===== src/irq_ctrl_pkg.sv =====
// Constants, types and helper functions shared by the interrupt controller files.
// Assumes a single 40 MHz system clock and an AHB-Lite register bus with 32-bit data.
package irq_ctrl_pkg;

    // ------------------------------------------------------------------
    // Register map
    // ------------------------------------------------------------------
    localparam logic [7:0] OFS_CTRL_FIRST = 8'h00;
    localparam logic [7:0] OFS_CTRL_SECOND = 8'h04;
    localparam logic [7:0] OFS_RTC_CTRL = 8'h08;
    localparam logic [7:0] OFS_STATUS = 8'h0C;

    localparam int CF_MASTER = 0;
    localparam int CF_EXT0_EN = 1;
    localparam int CF_EXT1_EN = 2;
    localparam int CF_T0_EN = 3;
    localparam int CF_EXT0_FLAG = 4;
    localparam int CF_EXT1_FLAG = 5;
    localparam int CF_T0_FLAG = 6;
    localparam int CS_T1_EN = 0;
    localparam int CS_TB_EN = 1;
    localparam int CS_RTC_EN = 2;
    localparam int CS_T1_FLAG = 4;
    localparam int CS_TB_FLAG = 5;
    localparam int CS_RTC_FLAG = 6;
    localparam logic [2:0] RTC_SEL_RESET = 3'h0;

    // ------------------------------------------------------------------
    // Sources, listed from highest to lowest priority
    // ------------------------------------------------------------------
    localparam int NUM_SRC = 6;
    localparam int SRC_EXT0 = 0;
    localparam int SRC_EXT1 = 1;
    localparam int SRC_T0 = 2;
    localparam int SRC_T1 = 3;
    localparam int SRC_TB = 4;
    localparam int SRC_RTC = 5;
    localparam logic [7:0] VEC_EXT0 = 8'h04;
    localparam logic [7:0] VEC_EXT1 = 8'h08;
    localparam logic [7:0] VEC_T0 = 8'h0C;
    localparam logic [7:0] VEC_T1 = 8'h10;
    localparam logic [7:0] VEC_TB = 8'h14;
    localparam logic [7:0] VEC_RTC = 8'h18;

    // ------------------------------------------------------------------
    // Timing
    // ------------------------------------------------------------------
    localparam int WAKE_CYCLES = 1024;
    localparam logic [10:0] WAKE_LAST = 11'(WAKE_CYCLES - 1);
    localparam int RTC_BASE_LOG2 = 8;
    localparam int TB_LOG2_DEFAULT = 12;

    typedef enum logic [1:0] {FS_RTC_OSC, FS_WDT_OSC, FS_SYS_DIV4} fs_source_t;
    typedef enum logic [2:0] {ST_RUN = 3'b001, ST_SLEEP = 3'b010, ST_WARMUP = 3'b100} power_state_t;

    function automatic logic low_bits_full(logic [14:0] cnt, int unsigned n);
        logic [14:0] mask;
        mask = 15'((32'h1 << n) - 32'h1);
        return &(cnt | ~mask);
    endfunction

    function automatic logic [2:0] first_set(logic [NUM_SRC-1:0] req);
        logic [2:0] idx;
        idx = 3'h0;
        for (int i = NUM_SRC - 1; i >= 0; i--) begin
            if (req[i]) begin
                idx = 3'(i);
            end
        end
        return idx;
    endfunction

    function automatic logic [7:0] vector_of(logic [2:0] idx);
        logic [7:0] v;
        v = VEC_EXT0;
        unique case (idx)
            3'h0: v = VEC_EXT0;
            3'h1: v = VEC_EXT1;
            3'h2: v = VEC_T0;
            3'h3: v = VEC_T1;
            3'h4: v = VEC_TB;
            3'h5: v = VEC_RTC;
            default: v = VEC_EXT0;
        endcase
        return v;
    endfunction

endpackage


===== src/tick_if.sv =====
// Periodic time-out strobes and the RTC ratio select between the divider and the controller.
// Assumes both ends run on the system clock.
interface tick_if;
    logic timebase_tick;
    logic rtc_tick;
    logic [2:0] rtc_ratio_sel;
    modport source (output timebase_tick, output rtc_tick, input rtc_ratio_sel);
    modport sink (input timebase_tick, input rtc_tick, output rtc_ratio_sel);
endinterface


===== src/fs_divider.sv =====
// The fs clock select and the divider chain behind the time base and RTC time-outs.
// Assumes the oscillator inputs are slow levels from other clock sources.
module fs_divider
    import irq_ctrl_pkg::*;
#(
    parameter fs_source_t FS_SOURCE = FS_SYS_DIV4,
    parameter bit SYSCLK_IS_RTC = 1'b0,
    parameter int TB_LOG2 = TB_LOG2_DEFAULT
) (
    input wire logic sys_clk_i,
    input wire logic rst_b_i,
    input wire logic rtc_osc_i,
    input wire logic wdt_osc_i,
    tick_if.source ticks
);

    typedef struct packed {
        logic [1:0] rtc_sync;
        logic [1:0] wdt_sync;
        logic [1:0] sys_div;
        logic fs_prev;
        logic [14:0] count;
        logic tb_tick;
        logic rtc_tick;
    } div_state_t;

    // With the system clock on the RTC oscillator, fs is forced to that oscillator too.
    localparam fs_source_t FS_EFFECTIVE = SYSCLK_IS_RTC ? FS_RTC_OSC : FS_SOURCE;

    div_state_t st_reg;
    div_state_t st_next;
    logic fs_level;
    logic fs_rise;

    always_comb begin
        unique case (FS_EFFECTIVE)
            FS_RTC_OSC: fs_level = st_reg.rtc_sync[1];
            FS_WDT_OSC: fs_level = st_reg.wdt_sync[1];
            FS_SYS_DIV4: fs_level = st_reg.sys_div[1];
            default: fs_level = st_reg.sys_div[1];
        endcase
        fs_rise = fs_level & ~st_reg.fs_prev;
        st_next = st_reg;
        st_next.rtc_sync = {st_reg.rtc_sync[0], rtc_osc_i};
        st_next.wdt_sync = {st_reg.wdt_sync[0], wdt_osc_i};
        st_next.sys_div = st_reg.sys_div + 2'h1;
        st_next.fs_prev = fs_level;
        st_next.tb_tick = fs_rise & low_bits_full(st_reg.count, TB_LOG2);
        st_next.rtc_tick = fs_rise & low_bits_full(st_reg.count, RTC_BASE_LOG2 + ticks.rtc_ratio_sel);
        if (fs_rise) begin
            st_next.count = st_reg.count + 15'h1;
        end
    end

    always_ff @(posedge sys_clk_i or negedge rst_b_i) begin
        if (!rst_b_i) begin
            st_reg <= '0;
        end else begin
            st_reg <= st_next;
        end
    end

    assign ticks.timebase_tick = st_reg.tb_tick;
    assign ticks.rtc_tick = st_reg.rtc_tick;

endmodule


===== src/irq_controller.sv =====
// Interrupt controller: request flags, enables, fixed priority, vector call and power-down wake-up.
// Assumes an AHB-Lite master on sys_clk_i, and a core sequencer that drives the phase strobe,
// the stack-full level and the power-down level from logic on the same clock.
//
// What this block does
// - Service requests on the next phase-clock rise.
// - Priority: ext0, ext1, timer0, timer1, timebase, rtc.
// - External needs master, pin enable and flag.
// - External flag set on build-time chosen edge.
// - Pin is interrupt only when enabled and input.
// - External calls go to 04H or 08H.
// - External entry clears its flag and master.
// - Timer overflow sets flag; needs master and enable.
// - Timer calls go to 0CH or 10H.
// - Timer entry clears its flag and master.
// - Timebase enable bit 1, flag bit 5.
// - Timebase calls 014H and clears master.
// - Timebase period fs over two-to-12..15.
// - fs comes from one of three sources.
// - RTC enable bit 2, flag bit 6.
// - RTC calls 018H and clears master.
// - RTC period fs over programmable two-to-8..15.
// - RTC system clock forces fs from RTC.
// - Wait 1024 cycles after wake-up.
// - Flags stay set until serviced or cleared.
// - Any of the six sources wakes.
// - Only the program counter is pushed.
// - Full stack withholds every acknowledgement.
// - Flags still record while master is cleared.
module irq_controller
    import irq_ctrl_pkg::*;
#(
    parameter fs_source_t FS_SOURCE = FS_SYS_DIV4,
    parameter bit SYSCLK_IS_RTC = 1'b0,
    parameter int TB_LOG2 = TB_LOG2_DEFAULT,
    parameter bit EXT_RISING = 1'b0
) (
    input wire logic sys_clk_i,
    input wire logic rst_b_i,
    input wire logic hsel_i,
    input wire logic [31:0] haddr_i,
    input wire logic [1:0] htrans_i,
    input wire logic hwrite_i,
    input wire logic [2:0] hsize_i,
    input wire logic [31:0] hwdata_i,
    input wire logic hready_i,
    output logic [31:0] hrdata_o,
    output logic hreadyout_o,
    output logic hresp_o,
    input wire logic ext0_pin_i,
    input wire logic ext1_pin_i,
    input wire logic [1:0] port_b_is_input_i,
    input wire logic timer0_overflow_i,
    input wire logic timer1_overflow_i,
    input wire logic rtc_osc_i,
    input wire logic wdt_osc_i,
    input wire logic instruction_phase_clock_i,
    input wire logic stack_full_i,
    input wire logic power_down_i,
    output logic irq_call_o,
    output logic push_pc_o,
    output irq_ctrl_pkg::power_state_t power_state_o,
    output logic [7:0] irq_vector_o,
    output logic core_hold_o
);
    import irq_ctrl_pkg::*;

    // ------------------------------------------------------------------
    // State
    // ------------------------------------------------------------------
    typedef struct packed {
        logic master_irq_enable;
        logic [NUM_SRC-1:0] irq_enable;
        logic [NUM_SRC-1:0] request_flag;
        logic [2:0] rtc_ratio_sel;
        logic [1:0] pin_sync_a;
        logic [1:0] pin_sync_b;
        logic [1:0] pin_prev;
        logic phase_prev;
        power_state_t power_state;
        logic [10:0] warm_count;
        logic call_pulse;
        logic [7:0] vector;
        logic wr_pending;
        logic [7:0] wr_addr;
        logic [31:0] rdata;
    } ctrl_state_t;

    ctrl_state_t st_reg;
    ctrl_state_t st_next;
    tick_if ticks ();

    logic [NUM_SRC-1:0] events;
    logic [NUM_SRC-1:0] grantable;
    logic [1:0] pin_edge;
    logic phase_rise;
    logic take_irq;
    logic [2:0] winner;
    logic bus_access;
    logic [7:0] wdata_byte;

    fs_divider #(
        .FS_SOURCE(FS_SOURCE),
        .SYSCLK_IS_RTC(SYSCLK_IS_RTC),
        .TB_LOG2(TB_LOG2)
    ) u_fs_divider (
        .sys_clk_i(sys_clk_i),
        .rst_b_i(rst_b_i),
        .rtc_osc_i(rtc_osc_i),
        .wdt_osc_i(wdt_osc_i),
        .ticks(ticks.source)
    );

    assign ticks.rtc_ratio_sel = st_reg.rtc_ratio_sel;

    // ------------------------------------------------------------------
    // Event sources
    // ------------------------------------------------------------------
    // The pin edge is taken from the second synchroniser stage and the flop behind it.
    always_comb begin
        for (int i = 0; i < 2; i++) begin
            if (EXT_RISING) begin
                pin_edge[i] = st_reg.pin_sync_b[i] & ~st_reg.pin_prev[i];
            end else begin
                pin_edge[i] = ~st_reg.pin_sync_b[i] & st_reg.pin_prev[i];
            end
        end
    end

    // A shared port line only reaches its flag while its enable is set and it is an input.
    assign events[SRC_EXT0] = pin_edge[0] & st_reg.irq_enable[SRC_EXT0] & port_b_is_input_i[0];
    assign events[SRC_EXT1] = pin_edge[1] & st_reg.irq_enable[SRC_EXT1] & port_b_is_input_i[1];
    assign events[SRC_T0] = timer0_overflow_i;
    assign events[SRC_T1] = timer1_overflow_i;
    assign events[SRC_TB] = ticks.timebase_tick;
    assign events[SRC_RTC] = ticks.rtc_tick;

    // ------------------------------------------------------------------
    // Grant
    // ------------------------------------------------------------------
    assign phase_rise = instruction_phase_clock_i & ~st_reg.phase_prev;
    assign grantable = st_reg.request_flag & st_reg.irq_enable & {NUM_SRC{st_reg.master_irq_enable}};
    assign winner = first_set(grantable);
    // Nothing is acknowledged while the stack is full or the core is asleep or warming up.
    assign take_irq = phase_rise & (|grantable) & ~stack_full_i & (st_reg.power_state == ST_RUN);

    assign bus_access = hsel_i & htrans_i[1] & hready_i;
    assign wdata_byte = hwdata_i[7:0];

    // ------------------------------------------------------------------
    // Next state
    // ------------------------------------------------------------------
    always_comb begin
        st_next = st_reg;
        st_next.pin_sync_a = {ext1_pin_i, ext0_pin_i};
        st_next.pin_sync_b = st_reg.pin_sync_a;
        st_next.pin_prev = st_reg.pin_sync_b;
        st_next.phase_prev = instruction_phase_clock_i;
        st_next.call_pulse = take_irq;

        // Software write lands in the data phase, one cycle after the address phase.
        if (st_reg.wr_pending) begin
            unique case (st_reg.wr_addr)
                OFS_CTRL_FIRST: begin
                    st_next.master_irq_enable = wdata_byte[CF_MASTER];
                    st_next.irq_enable[SRC_EXT0] = wdata_byte[CF_EXT0_EN];
                    st_next.irq_enable[SRC_EXT1] = wdata_byte[CF_EXT1_EN];
                    st_next.irq_enable[SRC_T0] = wdata_byte[CF_T0_EN];
                    st_next.request_flag[SRC_EXT0] = wdata_byte[CF_EXT0_FLAG];
                    st_next.request_flag[SRC_EXT1] = wdata_byte[CF_EXT1_FLAG];
                    st_next.request_flag[SRC_T0] = wdata_byte[CF_T0_FLAG];
                end
                OFS_CTRL_SECOND: begin
                    st_next.irq_enable[SRC_T1] = wdata_byte[CS_T1_EN];
                    st_next.irq_enable[SRC_TB] = wdata_byte[CS_TB_EN];
                    st_next.irq_enable[SRC_RTC] = wdata_byte[CS_RTC_EN];
                    st_next.request_flag[SRC_T1] = wdata_byte[CS_T1_FLAG];
                    st_next.request_flag[SRC_TB] = wdata_byte[CS_TB_FLAG];
                    st_next.request_flag[SRC_RTC] = wdata_byte[CS_RTC_FLAG];
                end
                OFS_RTC_CTRL: begin
                    st_next.rtc_ratio_sel = wdata_byte[2:0];
                end
                default: begin
                end
            endcase
        end

        // Entry clears the winner's flag and the master enable; only the PC is pushed.
        if (take_irq) begin
            st_next.request_flag[winner] = 1'b0;
            st_next.master_irq_enable = 1'b0;
            st_next.vector = vector_of(winner);
        end

        // New events are recorded last, so they win over any clear in the same cycle.
        st_next.request_flag = st_next.request_flag | events;

        unique case (st_reg.power_state)
            ST_RUN: begin
                if (power_down_i) begin
                    st_next.power_state = ST_SLEEP;
                end
            end
            ST_SLEEP: begin
                if (|events) begin
                    st_next.power_state = ST_WARMUP;
                    st_next.warm_count = 11'h000;
                end
            end
            ST_WARMUP: begin
                if (st_reg.warm_count == WAKE_LAST) begin
                    st_next.power_state = ST_RUN;
                end else begin
                    st_next.warm_count = st_reg.warm_count + 11'h001;
                end
            end
            default: begin
                st_next.power_state = ST_RUN;
            end
        endcase

        st_next.wr_pending = bus_access & hwrite_i;
        if (bus_access) begin
            st_next.wr_addr = haddr_i[7:0];
        end
        st_next.rdata = 32'h0000_0000;
        if (bus_access & ~hwrite_i) begin
            unique case (haddr_i[7:0])
                OFS_CTRL_FIRST: begin
                    st_next.rdata[CF_MASTER] = st_reg.master_irq_enable;
                    st_next.rdata[CF_EXT0_EN] = st_reg.irq_enable[SRC_EXT0];
                    st_next.rdata[CF_EXT1_EN] = st_reg.irq_enable[SRC_EXT1];
                    st_next.rdata[CF_T0_EN] = st_reg.irq_enable[SRC_T0];
                    st_next.rdata[CF_EXT0_FLAG] = st_reg.request_flag[SRC_EXT0];
                    st_next.rdata[CF_EXT1_FLAG] = st_reg.request_flag[SRC_EXT1];
                    st_next.rdata[CF_T0_FLAG] = st_reg.request_flag[SRC_T0];
                end
                OFS_CTRL_SECOND: begin
                    st_next.rdata[CS_T1_EN] = st_reg.irq_enable[SRC_T1];
                    st_next.rdata[CS_TB_EN] = st_reg.irq_enable[SRC_TB];
                    st_next.rdata[CS_RTC_EN] = st_reg.irq_enable[SRC_RTC];
                    st_next.rdata[CS_T1_FLAG] = st_reg.request_flag[SRC_T1];
                    st_next.rdata[CS_TB_FLAG] = st_reg.request_flag[SRC_TB];
                    st_next.rdata[CS_RTC_FLAG] = st_reg.request_flag[SRC_RTC];
                end
                OFS_RTC_CTRL: begin
                    st_next.rdata[2:0] = st_reg.rtc_ratio_sel;
                end
                OFS_STATUS: begin
                    st_next.rdata[2:0] = st_reg.power_state;
                    st_next.rdata[15:8] = st_reg.vector;
                    st_next.rdata[26:16] = st_reg.warm_count;
                end
                default: begin
                end
            endcase
        end
    end

    always_ff @(posedge sys_clk_i or negedge rst_b_i) begin
        if (!rst_b_i) begin
            st_reg <= '0;
            st_reg.power_state <= ST_RUN;
            st_reg.rtc_ratio_sel <= RTC_SEL_RESET;
            // The pin chain starts at the idle level, so that leaving reset is never taken as a pin edge.
            st_reg.pin_sync_a <= {2{~EXT_RISING}};
            st_reg.pin_sync_b <= {2{~EXT_RISING}};
            st_reg.pin_prev <= {2{~EXT_RISING}};
        end else begin
            st_reg <= st_next;
        end
    end

    // ------------------------------------------------------------------
    // Outputs
    // ------------------------------------------------------------------
    // The slave never inserts wait states, so the bus sees hready high at all times.
    assign hreadyout_o = 1'b1;
    assign hresp_o = 1'b0;
    assign hrdata_o = st_reg.rdata;
    assign irq_call_o = st_reg.call_pulse;
    assign push_pc_o = st_reg.call_pulse;
    assign irq_vector_o = st_reg.vector;
    assign power_state_o = st_reg.power_state;
    assign core_hold_o = (st_reg.power_state != ST_RUN);

    // ------------------------------------------------------------------
    // Checks
    // ------------------------------------------------------------------
    chk_phase_service: assert property (@(posedge sys_clk_i) disable iff (!rst_b_i)
        st_reg.call_pulse |-> $past(phase_rise))
        else $error("Call issued without a phase clock rise.");

    chk_priority_order: assert property (@(posedge sys_clk_i) disable iff (!rst_b_i)
        (st_reg.call_pulse && st_reg.vector == VEC_EXT1) |-> !$past(grantable[SRC_EXT0]))
        else $error("Lower priority source won over external 0.");

    chk_ext_gate: assert property (@(posedge sys_clk_i) disable iff (!rst_b_i)
        (st_reg.call_pulse && st_reg.vector == VEC_EXT0) |->
        $past(st_reg.master_irq_enable & st_reg.irq_enable[SRC_EXT0] & st_reg.request_flag[SRC_EXT0]))
        else $error("External 0 taken without its enables and flag.");

    chk_stack_hold: assert property (@(posedge sys_clk_i) disable iff (!rst_b_i)
        stack_full_i |=> !st_reg.call_pulse)
        else $error("Interrupt acknowledged with a full stack.");

    chk_master_clear: assert property (@(posedge sys_clk_i) disable iff (!rst_b_i)
        st_reg.call_pulse |-> !st_reg.master_irq_enable)
        else $error("Master enable still set after entry.");

    chk_timer_flag_clear: assert property (@(posedge sys_clk_i) disable iff (!rst_b_i)
        (st_reg.call_pulse && st_reg.vector == VEC_T0 && !$past(events[SRC_T0])) |->
        !st_reg.request_flag[SRC_T0])
        else $error("Timer 0 flag not cleared on entry.");

    chk_rtc_vector: assert property (@(posedge sys_clk_i) disable iff (!rst_b_i)
        (st_reg.call_pulse && st_reg.vector == VEC_RTC) |->
        $past(st_reg.request_flag[SRC_RTC] & st_reg.irq_enable[SRC_RTC] & ~(|grantable[SRC_TB:SRC_EXT0])))
        else $error("RTC vector without a winning RTC request.");

    chk_wake_event: assert property (@(posedge sys_clk_i) disable iff (!rst_b_i)
        (st_reg.power_state == ST_SLEEP && (|events)) |=> st_reg.power_state == ST_WARMUP)
        else $error("Event in power-down did not start the wake-up.");

    chk_warmup_len: assert property (@(posedge sys_clk_i) disable iff (!rst_b_i)
        $fell(st_reg.power_state == ST_WARMUP) |-> $past(st_reg.warm_count) == WAKE_LAST)
        else $error("Wake-up wait left early.");

    chk_flag_sticky: assert property (@(posedge sys_clk_i) disable iff (!rst_b_i)
        (!take_irq && !st_reg.wr_pending) |=> ((st_reg.request_flag & $past(st_reg.request_flag)) ==
        $past(st_reg.request_flag)))
        else $error("Request flag dropped without service or write.");

    chk_ext_flag_clear: assert property (@(posedge sys_clk_i) disable iff (!rst_b_i)
        (st_reg.call_pulse && st_reg.vector == VEC_EXT0 && !$past(events[SRC_EXT0])) |->
        !st_reg.request_flag[SRC_EXT0])
        else $error("External 0 flag not cleared on entry.");

    chk_event_record: assert property (@(posedge sys_clk_i) disable iff (!rst_b_i)
        events[SRC_T1] |=> st_reg.request_flag[SRC_T1])
        else $error("Timer 1 event not recorded in its flag.");

    chk_hold_no_call: assert property (@(posedge sys_clk_i) disable iff (!rst_b_i)
        (st_reg.power_state != ST_RUN) |=> !st_reg.call_pulse)
        else $error("Call issued while the core is held.");

    chk_pin_gate: assert property (@(posedge sys_clk_i) disable iff (!rst_b_i)
        (!port_b_is_input_i[1] && !st_reg.request_flag[SRC_EXT1] && !st_reg.wr_pending) |=>
        !st_reg.request_flag[SRC_EXT1])
        else $error("External 1 flag set while its line is not an input.");

endmodule


===== config.mk =====
export PLATFORM = sky130hd
export DESIGN_NAME = irq_controller
export DESIGN_NICKNAME = d
export VERILOG_FILES = /design/src/irq_ctrl_pkg.sv /design/src/tick_if.sv /design/src/fs_divider.sv /design/src/irq_controller.sv
export SDC_FILE = /design/constraint.sdc
export NUM_CORES = 1
export LEC_CHECK = 0
export BUFFER_PORTS_ARGS = -buffer_cell sky130_fd_sc_hd__buf_4
export CORE_MARGIN = 4
export CORE_UTILIZATION = 40
export CTS_CLUSTER_DIAMETER = 60
export DETAILED_ROUTE_END_ITERATION = 12
export MAX_ROUTING_LAYER = met4
export SYNTH_ARGS = -nofsm -noshare
export SYNTH_HDL_FRONTEND = slang
export SYNTH_SLANG_ARGS = --single-unit

===== constraint.sdc =====
create_clock -name sys_clk_i -period 2.8 [get_ports sys_clk_i]
set_input_delay 0.28 -clock sys_clk_i [delete_from_list [all_inputs] [get_ports sys_clk_i]]
set_output_delay 0.28 -clock sys_clk_i [all_outputs]
set_load 0.05 [all_outputs]

==> results.tsv, run 1 <==
metric	value	unit
start_util	40.8	%
critical-path-top-delay-family	compound AO/OA/AOI/OAI gates	
rsz0062_at_grt	no	
hp-class	input port to flop	
dr.pass1.iters	4	
clock_path_buffers	2	
yosysWarnings	0	
drtIter0Drc	147	
timing.hold.ws	0.0266	ns
vias_per_cell	4.93	
seq_area	2290	um^2
combPwrFrac	20.8	%
cp_max_fo	13	
synth.distinct_cells	61	
maxSlewHeadroom	39.8	%
seqPwrFrac	52.1	%
clk_pin_slew	0.09	ns
p_sw_share	33.7	%
drv_slew	0	
die-area	12800	um^2
finalSetupViolations	0	
nets	518	
die_w	113	um
row_count	38	
hpwlAfterDp	6.14	mm
multi_input_area	1750	um^2
power_density	611	nW/um^2
post-route-min-period	2.36	ns
dieHeight	113	um
grt_pass1_wl	14.1	mm
overflow	0	
diodes	0	
ys_ff_latch	91	
critPathCaptureType	flop	
r2r_slack	0.44	ns
cap_viol_max_count	0	
startpoint_type	flop	
synth.avg_cell_area	11.1	um^2
cts_setup_buffers	0	
grt_pass1_vias	2781	
synthFlopType	dfrtp_1	
synthArstFlopShare	100	%
synth_cells	398	
cpPeakStageDelay	0.76	ns
netlist_area	4410	um^2
ys_seq_area_share	51.9	%
fin_crit_sh	84.3	%
worst_slew_pin_slew	0.898	ns
drcViolationCount	0	
drive_gt1_share	25.1	%
fillers	1014	
cts.sinks	91	
ir_drop	0.000263	V
wl_per_cell	14.5	um
vias	2835	
cp_cell_sequence	ha_1, and3_1, a31oi_1, o211ai_1, nor2_1, mux2_2	
cp.arrival	2.61	ns
cts_tree	yes	
ctsHtreeMaxLevel	3	
p_int	1.98	mW
dp_slack	0.412	ns
critical_path_required	3.05	ns
worst_slack	0.440	ns
outcome	completed	
clock_skew	0.0129	ns
crit_type	flop to flop	
synth_edf_count	0	
power.switching	1.01	mW
area_growth	11.1	%
hold_violations	0	
setup_tns	0	ns
antenna_found_initial	0	
leakage	2.28	nW
gp_congestion	0.849	
cp_slowest_cell	o211ai_1	
numCtsBuffers	9	
core	10800	um^2
path_buf_inv	0	
cts_root_buf	clkbuf_8	
grt_usage	14.2	%
io_pins	133	
drt_wl_total	8.31	mm
largest_reg_flops	36	
grt_max_degree	57	
fmax	0.424	GHz
antenna_left	0	
worstSkewPairLatency	0.36	ns
numPortBuffers	59	
p_clk_share	27.1	%
cell usage in the layout, fill, tap and decap left out, types with 12 or more instances in the layout:
master   count
nor3_1      12
dfrtp_1     84
and2_1      16
buf_4       59
nand2_1     23
mux2_2      16
nand3_1     18
conb_1      18
nor2_1      23
power by group through the flow:
stage                     combinational [mW]  clock, mW  sequential (mW)
final                                  0.622      0.811             1.56
after global routing                   0.676      0.898             1.58
after CTS                              0.630      0.843             1.56
after detailed placement               0.627          0             1.58
after global placement                 0.618          0             1.58
after floorplan                        0.534          0             1.53
metal layers:
layer	GRT usage, %	part of all wire, %	vias up	routed length (um)
met1	17.3	43	1365	3550
met2	23.3	51	62	4260
met4	4.33	1.1	0	89
met3	3.58	4.9	10	409
met5	-	0	-	0
li1	-	-	1398	-
per-stage QoR:
stage	cell area [um^2]	instances	total power [mW]	util, %
global route	4900	575	3.15	45.4
CTS	4900	575	3.03	45.4
floorplan	4470	414	2.06	-
detailed placement	4710	558	2.21	43.6
finish	4900	575	2.99	45.4
global placement	4710	558	2.20	43.6
cell families after synthesis:
| family | Yosys count | share of synthesized area (%) |
|---|---|---|
| xor+xnor | 18 | 3.58 |
| flops | 91 | 51.9 |
| simple gates | 138 | 18.2 |
| fa+ha+maj | 3 | 0.852 |
| compound gates | 49 | 7.41 |
| other cells | 2 | 0.170 |
| mux | 32 | 8.12 |
| buf+inv | 65 | 9.79 |
cells in the mapped netlist, drive strengths merged, types with 5 or more instances:
library cell  instances  area (um^2)
dfrtp                84         2100
buf                  51          379
nor2                 24         92.6
nand2                23         86.3
mux2                 20          225
nand3                18         90.1
and2                 17          109
nor3                 13         76.3
o21ai                12         60.1
a21oi                11         55.1
mux2i                11          110
xor2                 11         96.3
inv                   9         33.8
dfstp                 7          184
xnor2                 7         61.3
and3                  6         37.5
nor3b                 6         61.3
a31oi                 5         37.5
clkbuf                5         18.8
nand4                 5         46.3
nor2b                 5         31.3
nor4                  5         46.3
o211ai                5         37.5
final cells by class:
type / count / share of cell area (%)
Clock buffer: 10 / 2.81
Clock inverter: 6 / 0.843
Inverter: 9 / 0.690
Multi-Input combinational cell: 258 / 35.7
Sequential cell: 91 / 46.7
Tap cell: 140 / 3.58
Timing Repair Buffer: 61 / 9.66
repair_timing:
item                      CTS  global route
hold buffers                1             0
hold endpoints to repair   29             0
gates resized for setup     0             0
worst paths after layout:
check | cells past startpoint | endpoint | start
max | 6 | st_reg[50] | st_reg[50]
min | 1 | st_next[67] | ext0_pin_i
max reg2reg | 6 | st_reg[50] | st_reg[50]
min reg2reg | 0 | st_next[66] | st_next[68]
max in group asynchronous | 3 | power_state_o[0] | rst_b_i
min in group asynchronous | 2 | st_reg[82] | rst_b_i
Note: power is estimated with default switching activity, not from simulation.
==> inputs of run 2 (changes only) <==
Settings changed: ABC_AREA set to 1.
Clock period 2.8 ns to 2.4 ns, I/O delays scaled along.
==> run 2 against run 1 <==
Non-clock buffer count is 4 higher. Count of clock-buffer cells in the layout stayed put. Global-route usage is 1.5 points higher.
==> results.tsv, run 2 <==
metric	value	unit	change
critPathCaptureType	flop		unchanged
synth.distinct_cells	35		was 61
startpoint_type	flop		unchanged
rr_startpoint	st_reg[50]		unchanged
dr.pass1.iters	4		unchanged
cp_max_fo	11		was 13
power_density	839	nW/um^2	was 611 nW/um^2
cts_tree	yes		unchanged
fin_crit_sh	77.4	%	was 84.3%
grt_usage	15.7	%	was 14.2%
clk_pin_slew	0.07	ns	was 0.09 ns
cts_resized	0		unchanged
multi_input_area	1950	um^2	was 1750 um^2
hpwlAfterDp	7.71	mm	was 6.14 mm
cpPeakStageDelay	0.42	ns	was 0.76 ns
gp_congestion	0.907		was 0.849
area_growth	13.5	%	was 11.1%
dp_slack	0.574	ns	was 0.412 ns
cts_setup_buffers	0		unchanged
cp.arrival	2.12	ns	was 2.61 ns
drt_wl_total	10.4	mm	was 8.31 mm
post-route-min-period	1.86	ns	was 2.36 ns
dieHeight	118	um	was 113 um
outcome	completed		unchanged
cap_viol_max_count	0		unchanged
die_w	118	um	was 113 um
drcViolationCount	0		unchanged
hp-class	input port to flop		unchanged
hold_violations	0		unchanged
drive_gt1_share	18.8	%	was 25.1%
vias_per_cell	4.82		was 4.93
netlist_area	4860	um^2	was 4410 um^2
synth_top_cell_area_share	43.2	%	was 47.7%
synth_cells	598		was 398
start_util	41.7	%	was 40.8%
rsz0062_at_grt	no		unchanged
path_buf_inv	2		was 0
crit_type	flop to flop		unchanged
seq_area	2290	um^2	unchanged
synth.avg_cell_area	8.13	um^2	was 11.1 um^2
mostFrequentLayoutCell	nand2_1		was dfrtp_1
layout_common_cells	148 x nand2_1, 84 x dfrtp_1, 68 x inv_1, 60 x buf_4, 53 x nand3_1		was 84 x dfrtp_1, 59 x buf_4, 23 x nand2_1, 23 x nor2_1
fmax	0.538	GHz	was 0.424 GHz
ys_ff_latch	91		unchanged
synthFlopType	dfrtp_1		unchanged
crit_start	st_reg[50]		unchanged
numCtsBuffers	9		unchanged
clock_path_buffers	2		unchanged
antenna_left	0		unchanged
worst_slack	0.542	ns	was 0.440 ns
cts.sinks	91		unchanged
place_area	5160	um^2	was 4710 um^2
timing.hold.ws	0.104	ns	was 0.0266 ns
drtIter0Drc	315		was 147
fillers	1151		was 1,014
drv_slew	0		unchanged
final_core_util	47.3	%	was 45.4%
row_count	39		was 38
yosys-top-cells-count	148 x nand2_1, 84 x dfrtp_1, 68 x inv_1		was 84 x dfrtp_1, 47 x buf_4, 23 x nand2_1, 23 x nor2_1, 18 x nand3_1
antenna_found_initial	0		unchanged
die-area	14000	um^2	was 12,800 um^2
nets	722		was 518
synth.most_common_cell	nand2_1		was dfrtp_1
io_pins	133		unchanged
power	4.63	mW	was 2.99 mW
numPortBuffers	59		unchanged
dpl.cell_count	762		was 558
overflow	0		unchanged
diodes	0		unchanged
cp_slowest_cell	dfrtp_1		was o211ai_1
cts_root_buf	clkbuf_16		was clkbuf_8
ir_drop	0.000338	V	was 0.000263 V
cp_cell_sequence	ha_1, inv_1, nor2_1, nand4_1, nand3_2, inv_2, o21ai_0		was ha_1, and3_1, a31oi_1, o211ai_1, nor2_1, mux2_2
grt_pass1_vias	3577		was 2,781
grt_max_degree	50		was 57
ys_seq_area_share	47.0	%	was 51.9%
synth_top_area_cell	dfrtp_1		unchanged
vias	3770		was 2,835
maxSlewHeadroom	57.9	%	was 39.8%
layout.cells.non_filler	782		was 575
core	11700	um^2	was 10,800 um^2
leakage	2.77	nW	was 2.28 nW
netlist_top_cells_area	dfrtp_1 43%, nand2_1 11%, buf_4 7.3%		was dfrtp_1 48%, buf_4 8.0%, dfstp_2 4.2%
critical-path-top-delay-family	simple AND/OR/NAND/NOR gates		was compound AO/OA/AOI/OAI gates
worst_slew_pin_slew	0.631	ns	was 0.898 ns
worstSkewPairLatency	0.35	ns	was 0.36 ns
min_from	timer1_overflow_i		was ext0_pin_i
clock_skew	0.00597	ns	was 0.0129 ns
yosysWarnings	0		unchanged
setup_tns	0	ns	unchanged
grt_pass1_wl	17.3	mm	was 14.1 mm
synthArstFlopShare	100	%	unchanged
critical_path_required	2.66	ns	was 3.05 ns
wl_per_cell	13.3	um	was 14.5 um
finalSetupViolations	0		unchanged
synth_edf_count	0		unchanged
largest_reg_flops	36		unchanged
ctsHtreeMaxLevel	3		unchanged
fin_area	5520	um^2	was 4900 um^2
## run 2: per-layer routing
layer / track usage (%) / routed length, um
met1: 21.0 / 4930
met4: 6.01 / 169
met5: - / 0
met2: 23.4 / 4710
met3: 3.53 / 555
## run 2: path summary, 6_finish.rpt
path	to	slack [ns]	depth (start not counted)
max	st_reg[58]	0.54	7
min	st_reg[77]	0.10	3
max reg2reg	st_reg[58]	0.54	7
min reg2reg	st_next[65]	0.36	0
max in group asynchronous	power_state_o[0]	1.23	3
min in group asynchronous	u_fs_divider.fs_level	0.46	2
## run 2: report_power, final
part	leakage, nW	internal, mW	switching [mW]
Sequential	1.14	1.72	0.212
Clock	0.149	0.914	0.596
Combinational	1.48	0.348	0.844
## run 2: area by class of cell
type	instances	share of cell area, %
clock buffer	10	4.15
clock inverter	6	1.61
inverter	74	5.03
multi-input combinational	393	35.3
sequential	91	41.4
tap	143	3.24
timing repair buffer	65	9.25
## run 2: cells by family (layout without fill, tap and decap cells)
group	count (synthesis)	after routing	share of synthesized area, %
AND/OR/NAND/NOR	308	308	29.8
buffers and inverters	130	155	14.1
flip-flops	91	91	47.0
AO/OA/AOI/OAI	52	52	5.92
XOR/XNOR	12	12	2.16
adder cells (fa/ha/maj)	3	3	0.772
other	2	18	0.154
## run 2: worst min-delay path, delay by kind of cell
kind          cells  cell delay, ns
simple gates      1            0.05
buf+inv           2            0.12
## run 2: repair_timing
| action | CTS | global route |
|---|---|---|
| endpoints found under the setup margin | 0 | 0 |
| hold endpoints to repair | 45 | 0 |
| hold buffers | 4 | 0 |
==> inputs of run 3 (changes only) <==
Clock period 2.4 ns to 1.9 ns, I/O delays scaled along.
==> run 3 against run 2 <==
Combinational power grew 29%. First-iteration DRC count rose by 2.5%. Non-clock buffer count grew 4. Critical endpoint is now power_state_o[1]. Largest cell class unchanged.
==> results.tsv, run 3 (synthesis results as in run 2) <==
metric	value	unit	change
outcome	completed		unchanged
hp-class	input port to flop		unchanged
numPortBuffers	59		unchanged
layout.cells.non_filler	786		was 782
vias_per_cell	4.82		about the same
grt_pass1_vias	3629		was 3,577
rr_startpoint	st_reg[50]		unchanged
numCtsBuffers	9		unchanged
start_util	41.7	%	unchanged
leakage	2.79	nW	was 2.77 nW
setup_tns	0	ns	unchanged
layout_common_cells	148 x nand2_1, 84 x dfrtp_1, 68 x inv_1, 64 x buf_4, 53 x nand3_1		was 148 x nand2_1, 84 x dfrtp_1, 68 x inv_1, 60 x buf_4, 53 x nand3_1
ir_drop	0.000659	V	was 0.000338 V
rsz0062_at_grt	no		unchanged
grt_max_degree	39		was 50
die-area	14000	um^2	unchanged
cpPeakStageDelay	0.42	ns	about the same
clock_skew	0.00834	ns	was 0.00597 ns
worstSkewPairLatency	0.35	ns	about the same
startpoint_type	flop		unchanged
clk_pin_slew	0.07	ns	about the same
mostFrequentLayoutCell	nand2_1		unchanged
largest_reg_flops	36		unchanged
overflow	0		unchanged
cap_viol_max_count	0		unchanged
fin_area	5560	um^2	was 5520 um^2
row_count	39		unchanged
worst_slew_pin_slew	0.517	ns	was 0.631 ns
cp_slowest_cell	dfrtp_1		unchanged
place_area	5190	um^2	was 5160 um^2
gp_congestion	0.857		was 0.907
diodes	0		unchanged
fmax	0.604	GHz	was 0.538 GHz
dpl.cell_count	766		was 762
cp.arrival	1.93	ns	was 2.12 ns
vias	3791		was 3,770
critPathCaptureType	flop		unchanged
ctsHtreeMaxLevel	3		unchanged
post-route-min-period	1.66	ns	was 1.86 ns
crit_type	flop to flop		unchanged
r2r_cells	10		was 7
cp_cell_sequence	ha_1, inv_1, nor2_1, buf_4, nand2_1, inv_1, nand2_2, nand2_1, nand3_2, o21ai_1		was ha_1, inv_1, nor2_1, nand4_1, nand3_2, inv_2, o21ai_0
whs_endpoint	st_reg[77]		unchanged
area_growth	14.3	%	was 13.5%
hold_violations	0		unchanged
grt_pass1_wl	17.8	mm	was 17.3 mm
dr.pass1.iters	5		was 4
antenna_found_initial	0		unchanged
drtIter0Drc	323		was 315
cp_max_fo	5		was 11
core	11700	um^2	unchanged
cts_setup_buffers	0		unchanged
maxSlewHeadroom	65.5	%	was 57.9%
grt_usage	16.2	%	was 15.7%
cts_tree	yes		unchanged
wl_per_cell	13.3	um	about the same
drive_gt1_share	19.3	%	was 18.8%
drcViolationCount	0		unchanged
critical_path_required	2.17	ns	was 2.66 ns
cts_root_buf	clkbuf_16		unchanged
power	5.93	mW	was 4.63 mW
clock_path_buffers	2		unchanged
finalSetupViolations	0		unchanged
drv_slew	0		unchanged
nets	726		was 722
cts_resized	0		unchanged
power_density	1070	nW/um^2	was 839 nW/um^2
min_from	timer1_overflow_i		unchanged
hpwlAfterDp	7.84	mm	was 7.71 mm
fin_crit_sh	87.2	%	was 77.4%
timing.rr.end	power_state_o[1]		was st_reg[58]
drt_wl_total	10.4	mm	about the same
antenna_left	0		unchanged
io_pins	133		unchanged
die_w	118	um	unchanged
cts.sinks	91		unchanged
dieHeight	118	um	unchanged
hold-path-cell-count	3		unchanged
r2r_slack	0.24	ns	was 0.54 ns
fillers	1132		was 1,151
run 3: cell types whose count changed in the layout (fill, tap and decap cells not counted), sizes merged:
cell | previous run | this run
clkinv | 2 | 1
inv | 74 | 76
buf | 61 | 65
clkinvlp | 2 | 1
run 3: worst max-delay path by stage:
stage	startpoint	to	cells past startpoint	slack [ns]
2_1_floorplan	power_state_o[0]	st_reg[79]	7	0.43
3_3_place_gp	st_reg[50]	st_reg[58]	7	0.30
3_5_place_dp	st_reg[50]	power_state_o[1]	10	0.27
4_1_cts	st_reg[50]	power_state_o[1]	10	0.24
5_1_grt	ticks.rtc_ratio_sel[1]	u_fs_divider.ticks.rtc_tick	9	0.05
6_report	st_reg[50]	power_state_o[1]	10	0.24
run 3: worst max-delay path: cells and delay by family, from the launching register on:
kind	cells	cell delay (ns)
adder cells (fa/ha/maj)	1	0.26
buffers and inverters	3	0.31
AND/OR/NAND/NOR	5	0.46
flip-flops	1	0.42
AO/OA/AOI/OAI	1	0.13
run 3: per-layer routing:
layer  part of all wire (%)  track usage [%]  wire length, um
met5                      0                -                0
met4                    1.3             4.40              135
met3                    6.0             4.30              624
met2                     45             24.2             4740
met1                     47             21.8             4940
run 3: where the power goes:
| group | internal [mW] | switching [mW] | total [mW] |
|---|---|---|---|
| Sequential | 2.17 | 0.265 | 2.43 |
| Clock | 1.17 | 0.793 | 1.97 |
| Combinational | 0.454 | 1.08 | 1.53 |
run 3: final cells by class:
class                   instances  area (um^2)  share of cell area [%]
well taps                     143          179                    3.22
multi-input cells             393         1950                    35.1
clock buffers                  10          229                    4.12
repair buffers                 69          541                    9.73
flip-flops and latches         91         2290                    41.1
inverters                      74          278                    5.00
clock inverters                 6         96.3                    1.73
run 3: timing repair:
item / 4_1_cts / 5_1_grt
endpoints found under the hold margin: 32 / 0
hold buffers: 4 / 0
setup endpoints to repair: 0 / 0
run 3: metrics by stage:
stage / util, % / worst slack (ns) / hold slack [ns]
floorplan: - / 0.434 / -0.106
detailed placement: 44.5 / 0.272 / 0.206
CTS: 47.6 / 0.243 / 0.0438
global route: 47.6 / 0.0545 / 0.0745
finish: 47.6 / 0.243 / 0.0575
global placement: 44.5 / 0.302 / 0.199
